==> config.mk <==
export PLATFORM = sky130hd
export DESIGN_NAME = icc_top
export DESIGN_NICKNAME = d
export VERILOG_FILES = /design/src/icc_pkg.sv /design/src/icc_top.sv
export SDC_FILE = /design/constraint.sdc
export NUM_CORES = 1
export LEC_CHECK = 0
export BUFFER_PORTS_ARGS = -buffer_cell sky130_fd_sc_hd__buf_2
export CELL_PAD_IN_SITES_DETAIL_PLACEMENT = 1
export CELL_PAD_IN_SITES_GLOBAL_PLACEMENT = 1
export CORE_MARGIN = 2
export CORE_UTILIZATION = 50
export CTS_CLUSTER_DIAMETER = 80
export CTS_CLUSTER_SIZE = 28
export DETAILED_ROUTE_END_ITERATION = 16
export PLACE_DENSITY_LB_ADDON = 0.15
export SYNTH_ARGS = -nofsm -noshare
export SYNTH_HDL_FRONTEND = slang
export SYNTH_SLANG_ARGS = --single-unit
export TNS_END_PERCENT = 100
==> constraint.sdc <==
create_clock -name clk_in -period 11.94 [get_ports clk_in]
set_input_delay 2.388 -clock clk_in [delete_from_list [all_inputs] [get_ports clk_in]]
set_output_delay 2.388 -clock clk_in [all_outputs]
set_load 0.01 [all_outputs]
==> src/icc_pkg.sv <==
// Constants shared by the input capture channel block
package icc_pkg;
  localparam int          ICC_CHANNELS   = 8;
  localparam int          ICC_DEPTH      = 4;
  // Register indices on the plain port
  localparam logic [4:0]  ICC_CH_BASE    = 5'h00;
  localparam logic [4:0]  ICC_IRQ_STAT   = 5'h10;
  localparam logic [4:0]  ICC_IRQ_EN     = 5'h11;
  localparam logic [4:0]  ICC_IRQ_CLR    = 5'h12;
  localparam logic [4:0]  ICC_WAKE_STAT  = 5'h13;
  // Control register fields
  localparam int          ICC_IDLE_BIT   = 13;
  localparam int          ICC_TMR_BIT    = 7;
  localparam int          ICC_CPI_LSB    = 5;
  localparam int          ICC_OVF_BIT    = 4;
  localparam int          ICC_BNE_BIT    = 3;
  localparam int          ICC_MODE_LSB   = 0;
  localparam logic [15:0] ICC_CTRL_RESET = 16'h0000;
  localparam logic [3:0]  ICC_PRE4_LAST  = 4'h3;
  localparam logic [3:0]  ICC_PRE16_LAST = 4'hf;
  typedef enum logic [2:0] {
    ICC_MODE_OFF     = 3'b000,
    ICC_MODE_BOTH    = 3'b001,
    ICC_MODE_FALL    = 3'b010,
    ICC_MODE_RISE    = 3'b011,
    ICC_MODE_RISE4   = 3'b100,
    ICC_MODE_RISE16  = 3'b101,
    ICC_MODE_UNUSED  = 3'b110,
    ICC_MODE_WAKE    = 3'b111
  } icc_mode_type;
endpackage : icc_pkg

==> src/icc_top.sv <==
// Eight input capture channels with FIFO, interrupt and wake logic
//
// How it works
// - Each qualifying edge copies the selected 16-bit timer count into the buffer unless it is full.
// - Timebase select bit 7 picks first timer when set, second when clear.
// - Captures-per-interrupt field interrupts every 1, 2, 3 or 4 captures.
// - Mode 001 captures both edges and interrupts on every capture.
// - Mode 010 captures falling edges, mode 011 rising edges.
// - Mode 100 captures every fourth, mode 101 every sixteenth rising edge.
// - Modes 110 and 000 leave the channel disabled.
// - Mode 111 makes rising edges an interrupt only in Sleep or Idle.
// - Read-only overflow flag bit 4, cleared by hardware, resets to zero.
// - Read-only bit 3 is set while the buffer holds an unread value.
// - Captured values sit in a four word first-in first-out buffer.
// - Idle-halt bit 13 stops the channel in Idle, else it runs on.
// - Capture pin events can wake the device from Sleep and Idle.
// - Eight independent channels, each selecting one of two 16-bit timers.
// - Writable control bits reset to zero, unimplemented bits read zero.
`timescale 1ns/1ps
`default_nettype none

module icc_channel
  import icc_pkg::*;
(
  input  wire logic        clk_in,
  input  wire logic        rst_in,
  input  wire logic        pin_in,
  input  wire logic [15:0] first_count_in,
  input  wire logic [15:0] second_count_in,
  input  wire logic [15:0] ctrl_in,
  input  wire logic        pop_in,
  input  wire logic        cpu_idle_in,
  input  wire logic        cpu_sleep_in,
  output logic      [15:0] head_out,
  output logic             bne_out,
  output logic             ovf_out,
  output logic             event_out,
  output logic             wake_out
);
  logic [1:0]   sync;
  logic         prev;
  logic         rise;
  logic         fall;
  logic [3:0]   pre_cnt;
  logic [1:0]   irq_cnt;
  logic         capture;
  logic         run;
  logic [15:0]  fifo [ICC_DEPTH];
  logic [1:0]   wr_ptr;
  logic [1:0]   rd_ptr;
  logic [2:0]   count;
  logic         full;
  logic         do_pop;
  logic         push;
  logic         irq_due;
  logic         wake_due;
  logic [15:0]  stamp;
  icc_mode_type mode;

  assign mode  = icc_mode_type'(ctrl_in[ICC_MODE_LSB +: 3]);
  assign rise  = sync[1] & ~prev;
  assign fall  = ~sync[1] & prev;
  assign full  = (count == 3'(ICC_DEPTH));
  assign stamp = ctrl_in[ICC_TMR_BIT] ? first_count_in : second_count_in;
  // Halted in Sleep, and in Idle when idle-halt is set
  assign run   = ~cpu_sleep_in & ~(cpu_idle_in & ctrl_in[ICC_IDLE_BIT]);

  // Two-stage pin synchroniser, edges seen from stage two only
  always_ff @(posedge clk_in or posedge rst_in) begin
    if (rst_in) begin
      sync <= 2'b00;
    end else begin
      sync <= {sync[0], pin_in};
    end
  end

  // Delayed copy of stage two for edge detection
  always_ff @(posedge clk_in or posedge rst_in) begin
    if (rst_in) begin
      prev <= 1'b0;
    end else begin
      prev <= sync[1];
    end
  end

  // Edge prescaler for divided modes
  always_ff @(posedge clk_in or posedge rst_in) begin
    if (rst_in) begin
      pre_cnt <= 4'h0;
    end else if (mode != ICC_MODE_RISE4 && mode != ICC_MODE_RISE16) begin
      pre_cnt <= 4'h0;
    end else if (run && rise) begin
      if ((mode == ICC_MODE_RISE4 && pre_cnt == ICC_PRE4_LAST) ||
          (mode == ICC_MODE_RISE16 && pre_cnt == ICC_PRE16_LAST)) begin
        pre_cnt <= 4'h0;
      end else begin
        pre_cnt <= pre_cnt + 4'h1;
      end
    end
  end

  // Qualifying capture event per mode
  always_comb begin
    capture = 1'b0;
    case (mode)
      ICC_MODE_BOTH:   capture = run & (rise | fall);
      ICC_MODE_FALL:   capture = run & fall;
      ICC_MODE_RISE:   capture = run & rise;
      ICC_MODE_RISE4:  capture = run & rise & (pre_cnt == ICC_PRE4_LAST);
      ICC_MODE_RISE16: capture = run & rise & (pre_cnt == ICC_PRE16_LAST);
      default:         capture = 1'b0;
    endcase
  end

  // Reading an empty buffer changes nothing
  assign do_pop = pop_in & (count != 3'h0);
  assign push   = capture & ~full;

  // Four word FIFO, full buffer keeps its entries
  always_ff @(posedge clk_in or posedge rst_in) begin
    if (rst_in) begin
      wr_ptr <= 2'h0;
    end else if (mode == ICC_MODE_OFF) begin
      wr_ptr <= 2'h0;
    end else if (push) begin
      wr_ptr <= wr_ptr + 2'h1;
    end
  end

  always_ff @(posedge clk_in or posedge rst_in) begin
    if (rst_in) begin
      rd_ptr <= 2'h0;
    end else if (mode == ICC_MODE_OFF) begin
      rd_ptr <= 2'h0;
    end else if (do_pop) begin
      rd_ptr <= rd_ptr + 2'h1;
    end
  end

  // Fill level, push and pop may share a cycle
  always_ff @(posedge clk_in or posedge rst_in) begin
    if (rst_in) begin
      count <= 3'h0;
    end else if (mode == ICC_MODE_OFF) begin
      count <= 3'h0;
    end else begin
      count <= count + 3'(push) - 3'(do_pop);
    end
  end

  // Storage needs no reset, the fill level guards it
  always_ff @(posedge clk_in) begin
    if (push) begin
      fifo[wr_ptr] <= stamp;
    end
  end

  assign head_out = (count != 3'h0) ? fifo[rd_ptr] : 16'h0000;
  assign bne_out  = (count != 3'h0);

  // Overflow: set on capture into full buffer, cleared by a read
  always_ff @(posedge clk_in or posedge rst_in) begin
    if (rst_in) begin
      ovf_out <= 1'b0;
    end else if (capture && full) begin
      ovf_out <= 1'b1;
    end else if (do_pop || mode == ICC_MODE_OFF) begin
      ovf_out <= 1'b0;
    end
  end

  // Interrupt and wake pulses due this cycle
  always_comb begin
    irq_due  = 1'b0;
    wake_due = 1'b0;
    if (mode == ICC_MODE_WAKE) begin
      irq_due  = rise & (cpu_sleep_in | cpu_idle_in);
      wake_due = rise & (cpu_sleep_in | cpu_idle_in);
    end else if (capture) begin
      wake_due = cpu_idle_in;
      if (mode == ICC_MODE_BOTH) begin
        irq_due = 1'b1;
      end else begin
        irq_due = (irq_cnt == ctrl_in[ICC_CPI_LSB +: 2]);
      end
    end
  end

  // Captures counted towards the next interrupt
  always_ff @(posedge clk_in or posedge rst_in) begin
    if (rst_in) begin
      irq_cnt <= 2'h0;
    end else if (mode == ICC_MODE_WAKE || mode == ICC_MODE_OFF) begin
      irq_cnt <= 2'h0;
    end else if (capture) begin
      irq_cnt <= irq_due ? 2'h0 : irq_cnt + 2'h1;
    end
  end

  always_ff @(posedge clk_in or posedge rst_in) begin
    if (rst_in) begin
      event_out <= 1'b0;
    end else begin
      event_out <= irq_due;
    end
  end

  always_ff @(posedge clk_in or posedge rst_in) begin
    if (rst_in) begin
      wake_out <= 1'b0;
    end else begin
      wake_out <= wake_due;
    end
  end
endmodule : icc_channel

module icc_top
  import icc_pkg::*;
(
  input  wire logic                    clk_in,
  input  wire logic                    rst_in,
  input  wire logic [4:0]              addr_in,
  input  wire logic [15:0]             wr_data_in,
  input  wire logic                    wr_in,
  input  wire logic                    rd_in,
  input  wire logic [ICC_CHANNELS-1:0] capture_input_pin_in,
  input  wire logic [15:0]             first_timebase_count_in,
  input  wire logic [15:0]             second_timebase_count_in,
  input  wire logic                    cpu_idle_in,
  input  wire logic                    cpu_sleep_in,
  output logic      [15:0]             rd_data_out,
  output logic                         irq_out,
  output logic                         wake_out
);
  logic [15:0]             ctrl     [ICC_CHANNELS];
  logic [15:0]             head     [ICC_CHANNELS];
  logic [ICC_CHANNELS-1:0] bne;
  logic [ICC_CHANNELS-1:0] ovf;
  logic [ICC_CHANNELS-1:0] evt;
  logic [ICC_CHANNELS-1:0] wake;
  logic [ICC_CHANNELS-1:0] pop;
  logic [ICC_CHANNELS-1:0] irq_stat;
  logic [ICC_CHANNELS-1:0] irq_en;
  logic [ICC_CHANNELS-1:0] next_irq_stat;
  logic [ICC_CHANNELS-1:0] clr_mask;
  logic [ICC_CHANNELS-1:0] wake_stat;
  logic [15:0]             next_rd_data;
  logic                    ch_hit;
  logic [2:0]              ch_sel;

  // Channel n: control at 2n, buffer at 2n+1
  assign ch_hit = (addr_in[4] == ICC_CH_BASE[4]);
  assign ch_sel = addr_in[3:1];

  genvar g;
  generate
    for (g = 0; g < ICC_CHANNELS; g++) begin : gen_ch
      assign pop[g] = rd_in & ch_hit & addr_in[0] & (ch_sel == 3'(g));

      // Writable bits only; flags are read-only
      always_ff @(posedge clk_in or posedge rst_in) begin
        if (rst_in) begin
          ctrl[g] <= ICC_CTRL_RESET;
        end else if (wr_in && ch_hit && !addr_in[0] && ch_sel == 3'(g)) begin
          ctrl[g] <= {2'b00, wr_data_in[ICC_IDLE_BIT], 5'h00,
                      wr_data_in[ICC_TMR_BIT:ICC_CPI_LSB], 2'b00,
                      wr_data_in[ICC_MODE_LSB +: 3]};
        end
      end

      icc_channel u_ch (
        .clk_in          (clk_in),
        .rst_in          (rst_in),
        .pin_in          (capture_input_pin_in[g]),
        .first_count_in  (first_timebase_count_in),
        .second_count_in (second_timebase_count_in),
        .ctrl_in         (ctrl[g]),
        .pop_in          (pop[g]),
        .cpu_idle_in     (cpu_idle_in),
        .cpu_sleep_in    (cpu_sleep_in),
        .head_out        (head[g]),
        .bne_out         (bne[g]),
        .ovf_out         (ovf[g]),
        .event_out       (evt[g]),
        .wake_out        (wake[g])
      );
    end
  endgenerate

  // Clear mask from the write-only clear register
  assign clr_mask = (wr_in && addr_in == ICC_IRQ_CLR) ? wr_data_in[ICC_CHANNELS-1:0] : '0;

  // Sticky status, set beats clear
  assign next_irq_stat = evt | (irq_stat & ~clr_mask);

  always_ff @(posedge clk_in or posedge rst_in) begin
    if (rst_in) begin
      irq_stat <= '0;
    end else begin
      irq_stat <= next_irq_stat;
    end
  end

  // Level interrupt follows the enabled status
  always_ff @(posedge clk_in or posedge rst_in) begin
    if (rst_in) begin
      irq_out <= 1'b0;
    end else begin
      irq_out <= |(next_irq_stat & irq_en);
    end
  end

  // Enable register, same layout as the status
  always_ff @(posedge clk_in or posedge rst_in) begin
    if (rst_in) begin
      irq_en <= '0;
    end else if (wr_in && addr_in == ICC_IRQ_EN) begin
      irq_en <= wr_data_in[ICC_CHANNELS-1:0];
    end
  end

  // Wake request, sticky until the channel bit is written in the clear register
  always_ff @(posedge clk_in or posedge rst_in) begin
    if (rst_in) begin
      wake_stat <= '0;
    end else begin
      wake_stat <= wake | (wake_stat & ~clr_mask);
    end
  end

  always_ff @(posedge clk_in or posedge rst_in) begin
    if (rst_in) begin
      wake_out <= 1'b0;
    end else begin
      wake_out <= |wake;
    end
  end

  // Read mux, data stand in the cycle after the strobe only
  always_comb begin
    next_rd_data = 16'h0000;
    if (ch_hit) begin
      if (addr_in[0]) begin
        next_rd_data = head[ch_sel];
      end else begin
        next_rd_data = ctrl[ch_sel];
        next_rd_data[ICC_OVF_BIT] = ovf[ch_sel];
        next_rd_data[ICC_BNE_BIT] = bne[ch_sel];
      end
    end else begin
      case (addr_in)
        ICC_IRQ_STAT:  next_rd_data = {8'h00, irq_stat};
        ICC_IRQ_EN:    next_rd_data = {8'h00, irq_en};
        ICC_WAKE_STAT: next_rd_data = {8'h00, wake_stat};
        default:       next_rd_data = 16'h0000;
      endcase
    end
  end

  always_ff @(posedge clk_in or posedge rst_in) begin
    if (rst_in) begin
      rd_data_out <= 16'h0000;
    end else if (rd_in) begin
      rd_data_out <= next_rd_data;
    end else begin
      rd_data_out <= 16'h0000;
    end
  end
endmodule : icc_top

`default_nettype wire

# --- Word-level counts from Yosys, hierarchy flattened ---
# Memories as Yosys holds them, arrays and structs flattened.
# Cells that the tools add are included.
op_classes:
  bitwise_logic: 156
  n_addsub: 48
  order_cmp: 2
  n_eq_ne: 107
  reduce_logical: 136
  n_mux: 199
ops:
  columns: ["cell", "n"]
  rows:
  - ["$mux 16", 23]
  - ["$mux 2", 56]
  - ["$eq 3x3->1 const B", 36]
  - ["$and 1x1->1", 106]
  - ["$bmux 16 s3", 2]
  - ["$mux 4", 24]
  - ["$reduce_bool 2->1", 40]
  - ["$mux 1", 74]
  - ["$eq 3x2->1 const B", 18]
  - ["$logic_and 1x1->1", 52]
  - ["$add 2x1->2 const B", 24]
  - ["$ne 3x3->1 const B", 16]
  - ["$pmux 1 s5", 8]
  - ["$not 1->1", 34]
  - ["$add 4x1->4 const B", 8]
  - ["$eq 4x2->1 const B", 8]
  - ["$eq 4x4->1 const B", 8]
  - ["$eq 3x1->1 const B", 9]
  - ["$logic_not 3->1", 9]
  - ["$add 3x1->3", 8]
  - ["$and 8x8->8", 3]
  - ["$logic_or 1x1->1", 24]
  - ["$mux 3", 8]
  - ["$pmux 8 s3", 1]
  - ["14 further kinds", 49]
word_totals:
  mem_count: 8
  reg_bits: 250
  ramBits: 512
  wordCells: 750
  input_bits: 67
memory_table:
  columns: ["name", "words", "word_bits", "rd", "rd_ports_with_merged_regs", "write_ports", "line", "rtl"]
  rows:
  - ["gen_ch[0].u_ch.fifo", 4, 16, 1, 0, 1, "icc_top.sv:48", "logic [15:0] fifo [ICC_DEPTH];"]
  - ["gen_ch[1].u_ch.fifo", 4, 16, 1, 0, 1, "icc_top.sv:48", null]
  - ["gen_ch[2].u_ch.fifo", 4, 16, 1, 0, 1, "icc_top.sv:48", null]
  - ["gen_ch[3].u_ch.fifo", 4, 16, 1, 0, 1, "icc_top.sv:48", null]
  - ["gen_ch[4].u_ch.fifo", 4, 16, 1, 0, 1, "icc_top.sv:48", null]
  - ["gen_ch[5].u_ch.fifo", 4, 16, 1, 0, 1, "icc_top.sv:48", null]
  - ["+2 memories", null, null, null, null, null, null, null]

# --- Logic depth before layout (Yosys ltp) ---
logic_depth:
  ltp_word: 11
  depth_mapped: 13

# --- Modules after synthesis ---
# Synthesis repeated with hierarchy kept, for this count alone.
hier_totals:
  hier_cells: 2352
  hier_area_um2: 35909.4
by_module_without_submodules:
  columns: ["mod", "n_inst", "cells_per_inst", "seq_area_each_um2", "area_each_um2"]
  rows:
  - ["icc_channel at gen_ch[1].u_ch ...", 3, 239, 2397.3, 3786.1]
  - ["icc_channel at gen_ch[2].u_ch ...", 2, 242, 2397.3, 3779.9]
  - ["icc_channel at gen_ch[6].u_ch ...", 2, 238, 2397.3, 3764.9]
  - ["icc_top", 1, 436, 2452.4, 5674.2]
  - ["icc_channel at gen_ch[0].u_ch", 1, 239, 2397.3, 3787.4]

# --- Worst setup path after synthesis ---
# OpenSTA, ideal clock, no wires.
synth_path:
  kind: "input to register"
  from: "in addr_in[1]"
  to: "reg gen_ch[7].u_ch.count[2]"
  stages: 13
  setup_slack_ns: 7.200
  setup_time_ns: 0.149
  arrival_time_ns: 4.591
  path_buffers: 3
  path_cell_list: "buf_4 > buf_2 > buf_4 > nand2_1 > nor3_1 > ha_1 > inv_1 > ha_1 > inv_1 > fa_1 > xor2_1 > xnor2_1 > nor2_1"
synth_via:
  elab_chain_cells: 5
synth_lines:
  columns: ["element", "line", "rtl"]
  rows:
  - ["start: declaration", "icc_top.sv:222", "input wire logic [4:0] addr_in,"]
  - ["$eq 3x3->1", "icc_top.sv:258", "assign pop[g] = rd_in & ch_hit & addr_in[0] & (ch_sel == 3'(g));"]
  - ["$and 1x1->1", "icc_top.sv:258", null]
  - ["$and 1x1->1", "icc_top.sv:116", "assign do_pop = pop_in & (count != 3'h0);"]
  - ["$sub 3x1->3", "icc_top.sv:147", "count <= count + 3'(push) - 3'(do_pop);"]
  - ["$mux 3", "icc_top.sv:144", "end else if (mode == ICC_MODE_OFF) begin"]
  - ["end signal: assignment", "icc_top.sv:147", null]
  - ["end: declaration", "icc_top.sv:51", "logic [2:0] count;"]
# Every way passes these cells.
# A chain may end at the register's enable or synchronous reset.

# --- Worst setup path after layout ---
layout_path:
  from: "in addr_in[2]"
  to: "reg gen_ch[0].u_ch.count[2]"
layout_via:
  elab_chain_cells: 5
layout_lines:
  columns: ["element", "line"]
  rows:
  - ["$logic_not 3->1", "icc_top.sv:258"]
  - ["$and 1x1->1", "icc_top.sv:258"]
  - ["$and 1x1->1", "icc_top.sv:116"]
  - ["$sub 3x1->3", "icc_top.sv:147"]
  - ["$mux 3", "icc_top.sv:144"]
  - ["end signal: assignment", "icc_top.sv:147"]
  - ["end: declaration", "icc_top.sv:51"]
# Every way passes these cells.

==> metrics.md <==
| Metric | Value |
|---|---|
| CTS tree | built |
| Seq/Total Area, Yosys | 0.624 |
| Post-synthesis cell type count | 67 |
| Hold EP | gen_ch[0].u_ch.sync[1] |
| Max Slew Vio Count | 0 |
| Fmax | 0.192 GHz |
| Fraction of registers with async set/reset | 0.328 |
| # clock sinks | 762 |
| DRT iter0 DRCs | 2001 |
| CP Launch Type | primary input |
| CTS Hold Bufs | 0 |
| Minimum clock period | 5.20 ns |
| CP Class | in2reg |
| Clock Pin Slew Worst Setup and Hold Paths | 0.10 ns |
| Final Skew | 0.0365 ns |
| Synth warn | 0 |
| CTS Buffer Depth | 3 |
| Syn Inst Count | 2320 |
| Area growth syn-to-layout | 7.60% |
| R2R cell count | 5 |
| Utilization after layout | 0.544 |
| Actual slew at the worst max-slew pin | 1.27 ns |
| Placed standard-cell area | 35900 um^2 |
| DRC | 0 |
| Pre-antenna DRT Iters | 5 |
| First-pass GRT wire length | 143000 um |
| Commonest non-fill, non-tap cell in the layout | edfxtp_1 |
| Max-slew headroom | 0.146 |
| Core ar. | 68600 um^2 |
| Die Height | 267 um |
| EDFF count, synth | 512 |
| Worst reg2reg endpoint | gen_ch[5].u_ch.fifo[3][14] |
| Slowest stage delay, CP | 0.89 ns |
| Hold path startpoint | gen_ch[0].u_ch.sync[0] |
| Hold Path Stages | 0 |
| Routed vias/inst | 6.24 |
| Die area | 71500 um^2 |
| RSZ-0062 raised after global routing | false |
| IO buf count | 77 |
| Fin crit share | 0.435 |
| Post-Layout Inst Area | 37300 um^2 |
| Most frequent cells in the layout | 512 x edfxtp_1, 250 x dfrtp_1, 178 x mux2_2 |
| Static Leak | 13.5 nW |
| # diodes | 0 |
| Reg2reg start | ctrl[32] |
| Setup slack, reg-to-reg | 8.67 ns |
| Final HPWL DP | 65500 um |
| Num CTS Buffers | 40 |
| Critical path peak fanout | 33 |
| Final hold viol count | 0 |
| Routability cong. | 0.861 |
| Cell Count, Final, Fillers Out | 3313 |
| Routed wire length per instance | 28.7 um |
| Slowest CP cell | nor4_1 |
| Tot GR Track Use | 0.273 |
| Final #Nets | 2499 |
| Antenna violations before repair | 1 |
| Post-CTS sizing | 0 |
| Worst path cell trace | buf_2 > buf_4 > nor4_1 > ha_1 > inv_1 > ha_1 > inv_1 > fa_1 > xor2_1 > xnor2_1 > nor2_1 |
| Gr ovfl total | 0 |
| Flops & latches, synth | 762 |
| Row count | 96 |
| Total wire length | 95200 um |
| Clk root buf | clkbuf_16 |
| Vias | 20700 |
| WP data required | 12.39 ns |
| Status | finished, final reports clean |
| Largest net degree at the start of global routing | 115 |
| Syn Nets | 2467 |
| Bufs and invs on worst path | 4 |
| CP delay by family, top | buffers and inverters |
| Worst min-delay path class | reg2reg |
| Setup violations, final | 0 |
| Total negative setup slack | 0 ns |
| Maxcap violations | 0 |
| Io pins | 85 |
| Clk Latency, worst-skew pair | 0.63 ns |
| Antenna-violating nets left | 0 |
| Synth Area per Inst | 14.9 um^2 |
| Power per cell area | 152 nW/um^2 |
| Crit path capture type | register |
| Post-CTS setup buffer count | 0 |
| Critical path arrival | 5.65 ns |
| Post-Syn Area | 34700 um^2 |
| Ratio of cells with drive above 1 in the final layout | 0.215 |
| Initial core utilization | 0.506 |
| H-tree depth | 2 |
| Number of global-route vias before repair | 21500 |
| Die W | 267 um |
| Worst-case vdd ir drop | 0.000126 V |
| Dominant synthesized flop cell | edfxtp_1 |
| Placed Cells | 3241 |
==> how the worst max path moves through the flow <==
stage               startpoint                      end  slack [ns]  cells after the start
finish              addr_in[2]  gen_ch[0].u_ch.count[2]        6.74                     11
global route        addr_in[2]  gen_ch[0].u_ch.count[2]        6.64                     11
CTS                 addr_in[2]  gen_ch[0].u_ch.count[2]        6.83                     11
detailed placement  addr_in[2]  gen_ch[6].u_ch.count[2]        6.16                     11
global placement    addr_in[3]  gen_ch[7].u_ch.count[2]        6.23                     11
floorplan               rst_in                  ctrl[0]        2.68                      1
==> kinds of logic after synthesis <==
group / synth area share
XOR/XNOR: 0.0121
buffers and inverters: 0.0266
AO/OA/AOI/OAI: 0.0638
adder cells (fa/ha/maj): 0.0306
multiplexers: 0.164
flip-flops: 0.624
AND/OR/NAND/NOR: 0.0795
==> through the flow <==
step	hold slack, ns	power (mW)	setup WS, ns
after floorplan	0.331	3.74	2.68
after global placement	0.334	4.01	6.23
after detailed placement	0.338	4.06	6.16
after CTS	0.366	5.70	6.83
after global routing	0.367	5.88	6.64
final	0.361	5.67	6.74
==> registers in the layout, indices dropped and copies added (netlist names), 16 cells and up <==
signal and flops:
ctrl 56, gen_ch.u_ch.count 24, gen_ch.u_ch.fifo 512, gen_ch.u_ch.irq_cnt 16, gen_ch.u_ch.pre_cnt 32, gen_ch.u_ch.rd_ptr 16
gen_ch.u_ch.sync 16, gen_ch.u_ch.wr_ptr 16, rd_data_out 16
==> per-layer routing <==
layer,vias up,global-route usage,part of all wire
met5,-,0,0
met3,124,0.0259,0.043
met2,560,0.464,0.50
li1,8941,-,-
met1,11000,0.379,0.43
met4,0,0.0764,0.028
==> cell usage after synthesis (all sizes together) (5+ instances only) <==
| cell type | n | share of area |
|---|---|---|
| mux2i | 31 | 0.0089 |
| and2 | 35 | 0.0063 |
| o21ai | 72 | 0.010 |
| and3b | 9 | 0.0023 |
| clkbuf | 63 | 0.0069 |
| nand3 | 56 | 0.0081 |
| mux2 | 178 | 0.058 |
| mux4 | 149 | 0.097 |
| a22o | 5 | 0.0013 |
| fa | 8 | 0.0046 |
| dfrtp | 250 | 0.18 |
| nor4 | 5 | 0.00090 |
| ha | 72 | 0.026 |
| nand3b | 10 | 0.0022 |
| inv | 99 | 0.011 |
| edfxtp | 512 | 0.44 |
| or3 | 5 | 0.0010 |
| o32ai | 9 | 0.0023 |
| xor2 | 32 | 0.0081 |
| a22oi | 15 | 0.0032 |
| nand2 | 131 | 0.014 |
| xnor2 | 16 | 0.0040 |
| a221oi | 17 | 0.0043 |
| buf | 57 | 0.0090 |
| a31oi | 10 | 0.0018 |
| a21oi | 38 | 0.0055 |
| and3 | 28 | 0.0051 |
| o211ai | 25 | 0.0054 |
| o22ai | 15 | 0.0027 |
| nor3 | 40 | 0.0058 |
| nand2b | 39 | 0.0070 |
| nand4 | 34 | 0.0061 |
| o311ai | 20 | 0.0051 |
| o22a | 8 | 0.0020 |
| o2bb2ai | 8 | 0.0020 |
| nor2b | 36 | 0.0065 |
| a21o | 33 | 0.0071 |
| nor2 | 95 | 0.010 |
| o221ai | 7 | 0.0018 |
| o31ai | 10 | 0.0022 |
| nor3b | 5 | 0.0011 |
==> power breakdown <==
| part | internal, mW | switching (mW) |
|---|---|---|
| combinational | 0.328 | 0.464 |
| sequential | 3.02 | 0.198 |
| clock | 0.716 | 0.940 |
==> layout make-up <==
cell class | instances | area [um^2]
Fill cell | 6526 | 31300
Sequential cell | 762 | 21600
Multi-Input combinational cell | 1339 | 12100
Tap cell | 931 | 1160
Clock buffer | 48 | 1070
Timing Repair Buffer | 110 | 633
Inverter | 99 | 379
Clock inverter | 24 | 307
Power figures use the tool's default switching activity.
